==> config.mk <==
export PLATFORM = sky130hd
export DESIGN_NAME = itsc_core
export DESIGN_NICKNAME = d
export VERILOG_FILES = /design/src/logic/itsc_pkg.sv /design/src/logic/itsc_core.sv
export SDC_FILE = /design/constraint.sdc
export NUM_CORES = 2
export LEC_CHECK = 0
export BUFFER_PORTS_ARGS = -buffer_cell sky130_fd_sc_hd__buf_2
export CORE_ASPECT_RATIO = 1.25
export CORE_MARGIN = 4
export CORE_UTILIZATION = 35
export DETAILED_ROUTE_END_ITERATION = 8
export PLACE_DENSITY_LB_ADDON = 0.2
export SYNTH_ARGS = -nofsm -noshare
export SYNTH_HDL_FRONTEND = slang
export SYNTH_SLANG_ARGS = --single-unit
==> constraint.sdc <==
create_clock -name clk_sys -period 5 [get_ports clk_sys]
set_input_delay 0.5 -clock clk_sys [delete_from_list [all_inputs] [get_ports clk_sys]]
set_output_delay 0.5 -clock clk_sys [all_outputs]
set_load 0.01 [all_outputs]
==> src/logic/itsc_pkg.sv <==
// Constants, field layouts and carrier types for the thread state controller.
// Assumes one clock domain; all users import this package.
// Functional notes
// - Four threads each get one clock slot in fixed rotation, every 4 cycles.
// - Instruction latency equals thread count, so no dependency stalls exist.
// - After reset only thread 0 is alive; others do nothing in their slots.
// - Launching an already running thread raises an exception in the launcher.
// - Termination only ends the issuing thread; no cross-thread kill path.
// - Each thread owns 8 by 16-bit registers, three reads and two writes.
// - Entry zero reads zero; writes to it are dropped silently.
// - Per-thread debug bit makes entry zero writable; set by trap or instruction.
// - Per-thread 16-bit counters reset to zero; alive threads add 2 per fetch.
// - Interrupt vector is latched on acknowledge and readable by instruction.
// - Per-thread 16-bit cause register, one bit per exception cause.
// - Interrupt saves next address; exception saves current address.
// - Eight-bit flag register per thread; bit 0 is constantly one.
// - Compares write selected flag bit, byte mode also writes next bit.
// - Arithmetic overflow writes flag 6, and flag 7 only in byte mode; averaging and multiply clear both.
// - Hidden interrupt mask set on trap, blocks interrupts, cleared on return.
// - Alive mask bit set on launch, cleared on exception or self termination.
// - Sync table of four rows by four thread bits, updated by waits.
// - Per-thread wait status: waiting flag plus two-bit sync point index.
// - Stores to 0x0000-0x3FFF are rejected with an exception.
// - Stores to 0x4000-0x7FFF need code in the low region; above is free.
package itsc_pkg;

  localparam int NTHR = 4;
  localparam int TW = 2;
  localparam int NREG = 8;
  localparam int RW = 3;
  localparam int XLEN = 16;
  localparam int NSYNC = 4;
  localparam logic [XLEN-1:0] PC_RESET = 16'h0000;
  localparam logic [XLEN-1:0] PC_STEP = 16'h0002;
  localparam logic [NTHR-1:0] ALIVE_RESET = 4'h1;
  localparam logic [7:0] FLAG_RESET = 8'h01;
  localparam int FLAG_ALWAYS = 0;
  localparam int FLAG_OVF_LO = 6;
  localparam int FLAG_OVF_HI = 7;
  // Exception cause bit positions.
  localparam int CAUSE_BAD_OPCODE = 0;
  localparam int CAUSE_MISALIGNED = 1;
  localparam int CAUSE_BAD_LOCATION = 2;
  localparam int CAUSE_BAD_LAUNCH = 3;
  localparam int CAUSE_BAD_SYNC = 4;
  localparam int CAUSE_BITS = 5;
  // Protected memory region boundaries (upper address bits).
  localparam logic [1:0] REGION_ROM = 2'h0;
  localparam logic [1:0] REGION_USER = 2'h1;

  // Architectural special-register read selectors.
  typedef enum logic [2:0] {
    ITSC_RD_VECTOR,
    ITSC_RD_RETURN,
    ITSC_RD_FAULT,
    ITSC_RD_CAUSE,
    ITSC_RD_FLAGS,
    ITSC_RD_ALIVE,
    ITSC_RD_SYNC,
    ITSC_RD_WAIT
  } itsc_sel_t;

  // One register file write port.
  typedef struct packed {
    logic en;
    logic [RW-1:0] addr;
    logic [XLEN-1:0] data;
  } itsc_wr_t;

  // Flag update request from the execute stage.
  typedef struct packed {
    logic cmp_en;
    logic byte_mode;
    logic [2:0] cmp_bit;
    logic cmp_lo;
    logic cmp_hi;
    logic arith_en;
    logic arith_clr;
    logic ovf_lo;
    logic ovf_hi;
  } itsc_flag_t;

  // Wait update request.
  typedef struct packed {
    logic en;
    logic [1:0] point;
    logic [NTHR-1:0] threads;
  } itsc_wait_t;

  // Next value of the flag register after an update; bit 0 stays one.
  function automatic logic [7:0] itsc_flag_next(input logic [7:0] cur,
                                                input itsc_flag_t f);
    logic [7:0] n;
    n = cur;
    if (f.cmp_en && f.cmp_bit != 3'h0) begin
      n[f.cmp_bit] = f.cmp_lo;
      if (f.byte_mode && f.cmp_bit != 3'h7) begin
        n[f.cmp_bit + 3'h1] = f.cmp_hi;
      end
    end
    if (f.arith_en) begin
      n[FLAG_OVF_LO] = f.arith_clr ? 1'b0 : f.ovf_lo;
      if (f.byte_mode || f.arith_clr) begin
        n[FLAG_OVF_HI] = f.arith_clr ? 1'b0 : f.ovf_hi;
      end
    end
    n[FLAG_ALWAYS] = 1'b1;
    return n;
  endfunction

endpackage

==> src/logic/itsc_core.sv <==
// Per-thread state and thread control for the four-thread interleaved core.
// Assumes the pipeline presents requests for the thread in the execute slot.
// Requests that arrive while the executing thread is dead are ignored, except register file writes, which still land.
`timescale 1ns/100ps

module itsc_core (
  // Clock and reset
  input wire logic clk_sys,
  input wire logic sys_rst,
  // Slot scheduling
  output logic [itsc_pkg::TW-1:0] fetch_thread,
  output logic fetch_valid,
  output logic [itsc_pkg::XLEN-1:0] fetch_pc,
  // Commit-stage thread and context
  input wire logic [itsc_pkg::TW-1:0] ex_thread,
  input wire logic [itsc_pkg::XLEN-1:0] ex_pc,
  // Register file reads
  input wire logic [itsc_pkg::RW-1:0] rd_addr_a,
  input wire logic [itsc_pkg::RW-1:0] rd_addr_b,
  input wire logic [itsc_pkg::RW-1:0] rd_addr_c,
  output logic [itsc_pkg::XLEN-1:0] rd_data_a,
  output logic [itsc_pkg::XLEN-1:0] rd_data_b,
  output logic [itsc_pkg::XLEN-1:0] rd_data_c,
  // Register file writes
  input wire itsc_pkg::itsc_wr_t wr_port0,
  input wire itsc_pkg::itsc_wr_t wr_port1,
  // Special register read
  input wire itsc_pkg::itsc_sel_t spec_sel,
  output logic [itsc_pkg::XLEN-1:0] spec_data,
  input wire logic cause_read_clear,
  // Thread control
  input wire logic launch_req,
  input wire logic [itsc_pkg::TW-1:0] launch_target,
  input wire logic [itsc_pkg::XLEN-1:0] launch_addr,
  input wire logic kill_req,
  // Exceptions from other stages
  input wire logic [itsc_pkg::CAUSE_BITS-1:0] exc_cause_in,
  // Debug and flags
  input wire logic debug_write,
  input wire logic debug_value,
  input wire itsc_pkg::itsc_flag_t flag_upd,
  input wire logic flag_put,
  input wire logic [7:0] flag_put_value,
  output logic [7:0] flags_out,
  // Stores
  input wire logic store_req,
  input wire logic [itsc_pkg::XLEN-1:0] store_addr,
  output logic store_ok,
  // Synchronisation
  input wire itsc_pkg::itsc_wait_t wait_upd,
  // Interrupts
  input wire logic intr_req,
  input wire logic [itsc_pkg::XLEN-1:0] intr_vector,
  output logic intr_ack,
  input wire logic intr_return,
  // State observation
  output logic [itsc_pkg::NTHR-1:0] thread_alive_mask,
  output logic [itsc_pkg::NTHR-1:0] zero_write_enable,
  output logic exc_taken
);
  import itsc_pkg::*;

  // Per-thread copies are indexed by thread number; the slot counter is shared.
  logic [TW-1:0] slot_q;
  logic [NTHR-1:0] alive_q;
  logic [XLEN-1:0] pc_q [NTHR];
  logic [XLEN-1:0] regs_q [NTHR][NREG];
  logic [XLEN-1:0] vector_q [NTHR];
  logic [XLEN-1:0] cause_q [NTHR];
  logic [XLEN-1:0] ret_q [NTHR];
  logic [XLEN-1:0] fault_q [NTHR];
  logic [7:0] flags_q [NTHR];
  logic [NTHR-1:0] debug_q;
  logic [NTHR-1:0] imask_q;
  logic [NTHR-1:0] sync_q [NSYNC];
  logic [2:0] wstat_q [NTHR];
  logic [CAUSE_BITS-1:0] cause_d;
  logic store_bad;
  logic launch_bad;
  logic exc_any;
  logic intr_take;
  logic ex_alive;

  // Raw read of one register entry; the read ports apply the entry-zero masking.
  function automatic logic [XLEN-1:0] rf_read(input logic [TW-1:0] t,
                                             input logic [RW-1:0] a);
    logic [XLEN-1:0] v;
    v = regs_q[t][a];
    return v;
  endfunction

  // Round-robin slot counter; wraps after the last thread so each returns in 4 cycles.
  always_ff @(posedge clk_sys) begin
    if (sys_rst) begin
      slot_q <= '0;
    end else begin
      slot_q <= slot_q + 2'h1;
    end
  end

  // Fetch is only useful for alive threads; dead slots just idle.
  // Latency equals the thread count, so nothing here ever stalls.
  assign fetch_thread = slot_q;
  assign fetch_valid = alive_q[slot_q];
  assign fetch_pc = pc_q[slot_q];

  assign ex_alive = alive_q[ex_thread];

  // Store protection depends on the region of the store and of the storing code.
  always_comb begin
    store_bad = 1'b0;
    if (store_req && ex_alive) begin
      if (store_addr[15:14] == REGION_ROM) begin
        store_bad = 1'b1;
      end else if (store_addr[15:14] == REGION_USER && ex_pc[15:14] != REGION_ROM) begin
        store_bad = 1'b1;
      end
    end
  end
  assign store_ok = store_req && ex_alive && !store_bad;

  // Launching a thread that runs already faults in the launcher.
  assign launch_bad = launch_req && ex_alive && alive_q[launch_target];

  // Gather the causes raised this cycle for the executing thread; the bad-launch bit comes from launch_bad only, not exc_cause_in.
  always_comb begin
    cause_d = exc_cause_in;
    cause_d[CAUSE_BAD_LOCATION] = exc_cause_in[CAUSE_BAD_LOCATION] | store_bad;
    cause_d[CAUSE_BAD_LAUNCH] = launch_bad;
    if (!ex_alive) begin
      cause_d = '0;
    end
  end
  assign exc_any = |cause_d;
  assign exc_taken = exc_any;

  // An interrupt is only taken by an alive, unmasked thread with no fault pending.
  // A fault in the same cycle goes first, so a handler can fault but not be interrupted.
  assign intr_take = intr_req && ex_alive && !imask_q[ex_thread] && !exc_any;
  assign intr_ack = intr_take;

  // Alive mask: launch sets the target, a fault or kill clears only the executor.
  always_ff @(posedge clk_sys) begin
    if (sys_rst) begin
      alive_q <= ALIVE_RESET;
    end else begin
      if (launch_req && ex_alive && !launch_bad) begin
        alive_q[launch_target] <= 1'b1;
      end
      if ((kill_req || exc_any) && ex_alive) begin
        alive_q[ex_thread] <= 1'b0;
      end
    end
  end
  assign thread_alive_mask = alive_q;

  // Program counters advance by 2 per fetch, only for alive threads.
  always_ff @(posedge clk_sys) begin
    if (sys_rst) begin
      for (int t = 0; t < NTHR; t++) begin
        pc_q[t] <= PC_RESET;
      end
    end else begin
      if (alive_q[slot_q]) begin
        pc_q[slot_q] <= pc_q[slot_q] + PC_STEP;
      end
      // The target is dead when launched, so its own slot never steps in the same edge.
      if (launch_req && ex_alive && !launch_bad) begin
        pc_q[launch_target] <= launch_addr;
      end
    end
  end

  // Register files; entry zero only takes writes while debug is set.
  always_ff @(posedge clk_sys) begin
    if (sys_rst) begin
      for (int t = 0; t < NTHR; t++) begin
        for (int r = 0; r < NREG; r++) begin
          regs_q[t][r] <= '0;
        end
      end
    end else begin
      if (wr_port0.en && (wr_port0.addr != 3'h0 || debug_q[ex_thread])) begin
        regs_q[ex_thread][wr_port0.addr] <= wr_port0.data;
      end
      // Port 1 wins a same-address collision; the pipeline should avoid it.
      if (wr_port1.en && (wr_port1.addr != 3'h0 || debug_q[ex_thread])) begin
        regs_q[ex_thread][wr_port1.addr] <= wr_port1.data;
      end
    end
  end

  // Three read ports; entry zero forced to zero in normal operation.
  always_comb begin
    rd_data_a = rf_read(ex_thread, rd_addr_a);
    rd_data_b = rf_read(ex_thread, rd_addr_b);
    rd_data_c = rf_read(ex_thread, rd_addr_c);
    if (rd_addr_a == 3'h0 && !debug_q[ex_thread]) begin
      rd_data_a = '0;
    end
    if (rd_addr_b == 3'h0 && !debug_q[ex_thread]) begin
      rd_data_b = '0;
    end
    if (rd_addr_c == 3'h0 && !debug_q[ex_thread]) begin
      rd_data_c = '0;
    end
  end

  // Debug bit: explicit write, forced on by any trap; the trap wins.
  always_ff @(posedge clk_sys) begin
    if (sys_rst) begin
      debug_q <= '0;
    end else begin
      if (debug_write && ex_alive) begin
        debug_q[ex_thread] <= debug_value;
      end
      if (exc_any || intr_take) begin
        debug_q[ex_thread] <= 1'b1;
      end
    end
  end
  assign zero_write_enable = debug_q;

  // Interrupt mask: set by traps, cleared when the handler returns.
  always_ff @(posedge clk_sys) begin
    if (sys_rst) begin
      imask_q <= '0;
    end else begin
      if (intr_return && ex_alive) begin
        imask_q[ex_thread] <= 1'b0;
      end
      if (exc_any || intr_take) begin
        imask_q[ex_thread] <= 1'b1;
      end
    end
  end

  // Vector latch on acknowledge; the handler reads it to find its entry point.
  always_ff @(posedge clk_sys) begin
    if (sys_rst) begin
      for (int t = 0; t < NTHR; t++) begin
        vector_q[t] <= '0;
      end
    end else if (intr_take) begin
      vector_q[ex_thread] <= intr_vector;
    end
  end

  // Return address is the instruction after the interrupted one.
  always_ff @(posedge clk_sys) begin
    if (sys_rst) begin
      for (int t = 0; t < NTHR; t++) begin
        ret_q[t] <= '0;
      end
    end else if (intr_take) begin
      ret_q[ex_thread] <= ex_pc + PC_STEP;
    end
  end

  // Cause bits are sticky; a new cause beats a read-clear in the same cycle.
  always_ff @(posedge clk_sys) begin
    if (sys_rst) begin
      for (int t = 0; t < NTHR; t++) begin
        cause_q[t] <= '0;
      end
    end else begin
      if (cause_read_clear && ex_alive && spec_sel == ITSC_RD_CAUSE) begin
        cause_q[ex_thread] <= {{(XLEN-CAUSE_BITS){1'b0}}, cause_d};
      end else begin
        cause_q[ex_thread][CAUSE_BITS-1:0] <=
          cause_q[ex_thread][CAUSE_BITS-1:0] | cause_d;
      end
    end
  end

  // Faulting address keeps the trapping instruction so the handler can retry it.
  always_ff @(posedge clk_sys) begin
    if (sys_rst) begin
      for (int t = 0; t < NTHR; t++) begin
        fault_q[t] <= '0;
      end
    end else if (exc_any) begin
      fault_q[ex_thread] <= ex_pc;
    end
  end

  // Flag registers; bit 0 is held at one whatever is written.
  always_ff @(posedge clk_sys) begin
    if (sys_rst) begin
      for (int t = 0; t < NTHR; t++) begin
        flags_q[t] <= FLAG_RESET;
      end
    end else if (ex_alive) begin
      if (flag_put) begin
        flags_q[ex_thread] <= flag_put_value | FLAG_RESET;
      end else begin
        flags_q[ex_thread] <= itsc_flag_next(flags_q[ex_thread], flag_upd);
      end
    end
  end
  assign flags_out = flags_q[ex_thread];

  // Synchronisation table, one row per point, written by waits.
  // The release policy belongs to the wait instruction logic outside.
  always_ff @(posedge clk_sys) begin
    if (sys_rst) begin
      for (int s = 0; s < NSYNC; s++) begin
        sync_q[s] <= '0;
      end
    end else if (wait_upd.en && ex_alive) begin
      sync_q[wait_upd.point] <= wait_upd.threads;
    end
  end

  // Per-thread wait status: the point awaited above the waiting flag.
  always_ff @(posedge clk_sys) begin
    if (sys_rst) begin
      for (int t = 0; t < NTHR; t++) begin
        wstat_q[t] <= '0;
      end
    end else if (wait_upd.en && ex_alive) begin
      wstat_q[ex_thread] <= {wait_upd.point, |wait_upd.threads};
    end
  end

  // Special register readout into the register file path.
  // The sync row is picked by read port a, since a row is named by its point.
  always_comb begin
    spec_data = '0;
    case (spec_sel)
      ITSC_RD_VECTOR: spec_data = vector_q[ex_thread];
      ITSC_RD_RETURN: spec_data = ret_q[ex_thread];
      ITSC_RD_FAULT: spec_data = fault_q[ex_thread];
      ITSC_RD_CAUSE: spec_data = cause_q[ex_thread];
      ITSC_RD_FLAGS: spec_data = {8'h00, flags_q[ex_thread]};
      ITSC_RD_ALIVE: spec_data = {12'h000, alive_q};
      ITSC_RD_SYNC: spec_data = {12'h000, sync_q[rd_addr_a[1:0]]};
      ITSC_RD_WAIT: spec_data = {13'h0000, wstat_q[ex_thread]};
      default: spec_data = '0;
    endcase
  end

endmodule

==> impl_results.md <==
* Root Buffer: clkbuf_16
* Number of synthesized flops with an enable pin at 844
* CP Data Required Time at 4.50 ns
* Clk_lat worst skew at 0.69 ns
* Grt ovf at 0
* Count leader, synth: edfxtp_1
* Antenna violations before repair at 12
* Flops & latches, synth at 858
* RSZ-0062 raised after global routing: no
* TritonCTS buffer count at 92
* Crit-path cells: buf_8, buf_4, mux4_2, mux4_2, mux2i_1, nor2_1, buf_2
* Tmin final at 3.89 ns
* Worst R2R End: pc_q[0][15]$_DFFE_PP_
* Worst-path clk slew at 0.06 ns
* Tot Pwr at 17.4 mW
* Post-DRT Antenna Nets at 0
* Hold_buf cts at 0
* Hold path cells at 3
* Vias per cell at 5.61
* Max clock buf depth at 3
* Crit-path max FO at 81
* Starting density of the core at 0.353
* Post-CTS setup buffers at 0
* Final Cycle Share at 0.779
* Inst Count DP at 4717
* Hold Path End: zero_write_enable[3]$_SDFF_PP0_
* Multi-input gate area at 15700 um2
* Cells after Synth at 3040
* Port Buffers at 246
* Die height at 398 um
* Pwr/cell area at 359 nW/um2
* Core ar. at 120000 um2
* Syn avg cell area at 14.0 um2
* Ys Warns at 0
* Clk_skew at 0.0210 ns
* DP Area at 45500 um2
* Pre-CTS WS at 1.12 ns
* DIE AREA at 127000 um2
* Vias in the first global route at 27700
* # rows at 142
* # resized after CTS at 0
* I/O pins at 264
* Slew Limit Fails at 0
* Layout net count at 3394
* Element type at the critical path start: input port
* Total leakage power at 17.8 nW
* DRC violation count after routing at 0
* Sequential-to-total area share from yosys stat at 0.603
* Register area at 25600 um2
* DR WL/cell at 28.5 um
* Design area at 48400 um2
* All-Layer GR Usage at 0.215
* Largest net degree at the start of global routing at 86
* Reg-to-reg setup timing slack at 1.84 ns
* Num Clock Sinks at 858
* First-pass DRT Iterations at 7
* Net Count, Synth at 3207
* Critical path buffers and inverters at 3
* Crit path kind: input port to output port
* Max incr delay on CP at 0.56 ns
* Layout cells sized above 1 at 0.247
* First-pass GRT wire length at 198000 um
* Placer congestion estimate at 0.901
* Family with the most delay on the worst path: multiplexers
* # setup viols final at 0
* Area Growth Syn to Fin at 13.8%
* Worst setup margin at 1.11 ns
* Total wire length at 139000 um
* Min-delay src: debug_value
* Synth area leader: edfxtp_1
* Via count at 27400
* TritonCTS clock tree: done
* Synth top area cells: edfxtp_1, mux4_2, nor2_1
* Slew @ Worst Pin at 1.20 ns
* Worst R2R Path Depth at 7
* Slowest CP cell: mux2i_1
* Fmax at 0.257 GHz
* Iteration-0 DRC Markers at 2842
* Rel. slew slack at 0.198
* Max Cap Viol at 0
* Arr. time, crit path at 3.39 ns
* Hold Path Class: input port to register
* Most frequent CP cell: mux4_2
* Die width at 320 um
* Async set-reset flop share out of synthesis at 0
* H-tree Lvls at 3
* Crit end category: output port
* Area share of the largest cell type after synthesis at 0.596
* Top cells by count, synth: edfxtp_1, nor2_1, mux4_2
* Fin cells at 4891
* Final Hold Violating Endpoints at 0
* Post-DP HPWL at 93200 um
* Sum of negative setup slack at 0 ns
* Synth Flop Type: edfxtp_1
* Peak supply drop at 0.290 mV
* Status: finished clean
* Synthesized area at 42500 um2
* Hold slack at 0.122 ns
* R2r startpoint: fetch_thread[0]$_SDFF_PP0_
* Final core occ at 0.402
* Synth unique cells at 68
* # fillers at 11300
registers in the layout, indices dropped and copies added, names as in the netlist, named ones only:
register,cells
regs_q,512
fault_q,64
pc_q,64
ret_q,64
vector_q,64
flags_q,28
cause_q,20
sync_q,16
wstat_q,12
thread_alive_mask,4
zero_write_enable,4
fetch_thread,2
imask_q,1
placed cells by master, fill, tap and decap left out, drive strengths merged, types with 40 or more instances in the layout:
master  count
nor2      665
mux4      318
o21ai      80
nand2     209
clkbuf    116
mux2i     170
and3      132
inv        44
buf       340
and2       41
a21oi      40
edfxtp    844
clkinv     43
area by class of cell:
cell class / instances / area share
Sequential cell: 858 / 0.530
Clock buffer: 116 / 0.0499
Tap cell: 1584 / 0.0410
Inverter: 42 / 0.00329
Multi-Input combinational cell: 1893 / 0.324
Clock inverter: 53 / 0.00996
Antenna cell: 5 / 0.000259
Timing Repair Buffer: 340 / 0.0415
worst max-delay path by stage:
stage | start | slack, ns | depth (start not counted) | end
after floorplan | ex_thread[0] | 1.89 | 7 | ret_q[0][0]$_SDFFCE_PN0P_
after detailed placement | ex_thread[0] | 1.12 | 9 | spec_data[13]
final | ex_thread[1] | 1.11 | 7 | rd_data_b[2]
after CTS | ex_thread[0] | 1.13 | 9 | spec_data[13]
after global placement | ex_thread[0] | 1.12 | 9 | spec_data[13]
after global routing | ex_thread[0] | 0.98 | 9 | spec_data[13]
power breakdown:
part | switching, mW | internal (mW)
sequential | 0.108 | 8.28
clock | 2.93 | 3.79
combinational | 1.44 | 0.814
total | 4.48 | 12.9
cell families (layout without fill, tap and decap cells):
group                      after synthesis  after routing  share of synthesized area
AOI/OAI and AO/OA                      197            197                     0.0287
adders and majority gates                5              5                    0.00147
buffers and inverters                  289            551                     0.0294
other                                    1              6                  0.0000882
xor gates and xnor gates                27             27                    0.00556
DFF                                    858            858                      0.603
muxes                                  496            496                      0.211
and+or+nand+nor                       1167           1167                      0.121
per-layer routing:
layer	routed length, um	global-route usage
met5	60	0
met4	4850	0.0758
met3	10800	0.0361
met2	67500	0.356
met1	56200	0.288
tightest hold or removal path: cells and delay by family:
kind,cells,cell delay [ns]
multiplexers,1,0.06
buffers and inverters,1,0.09
AO/OA/AOI/OAI,1,0.11
Note: power is estimated with default switching activity, not from simulation.
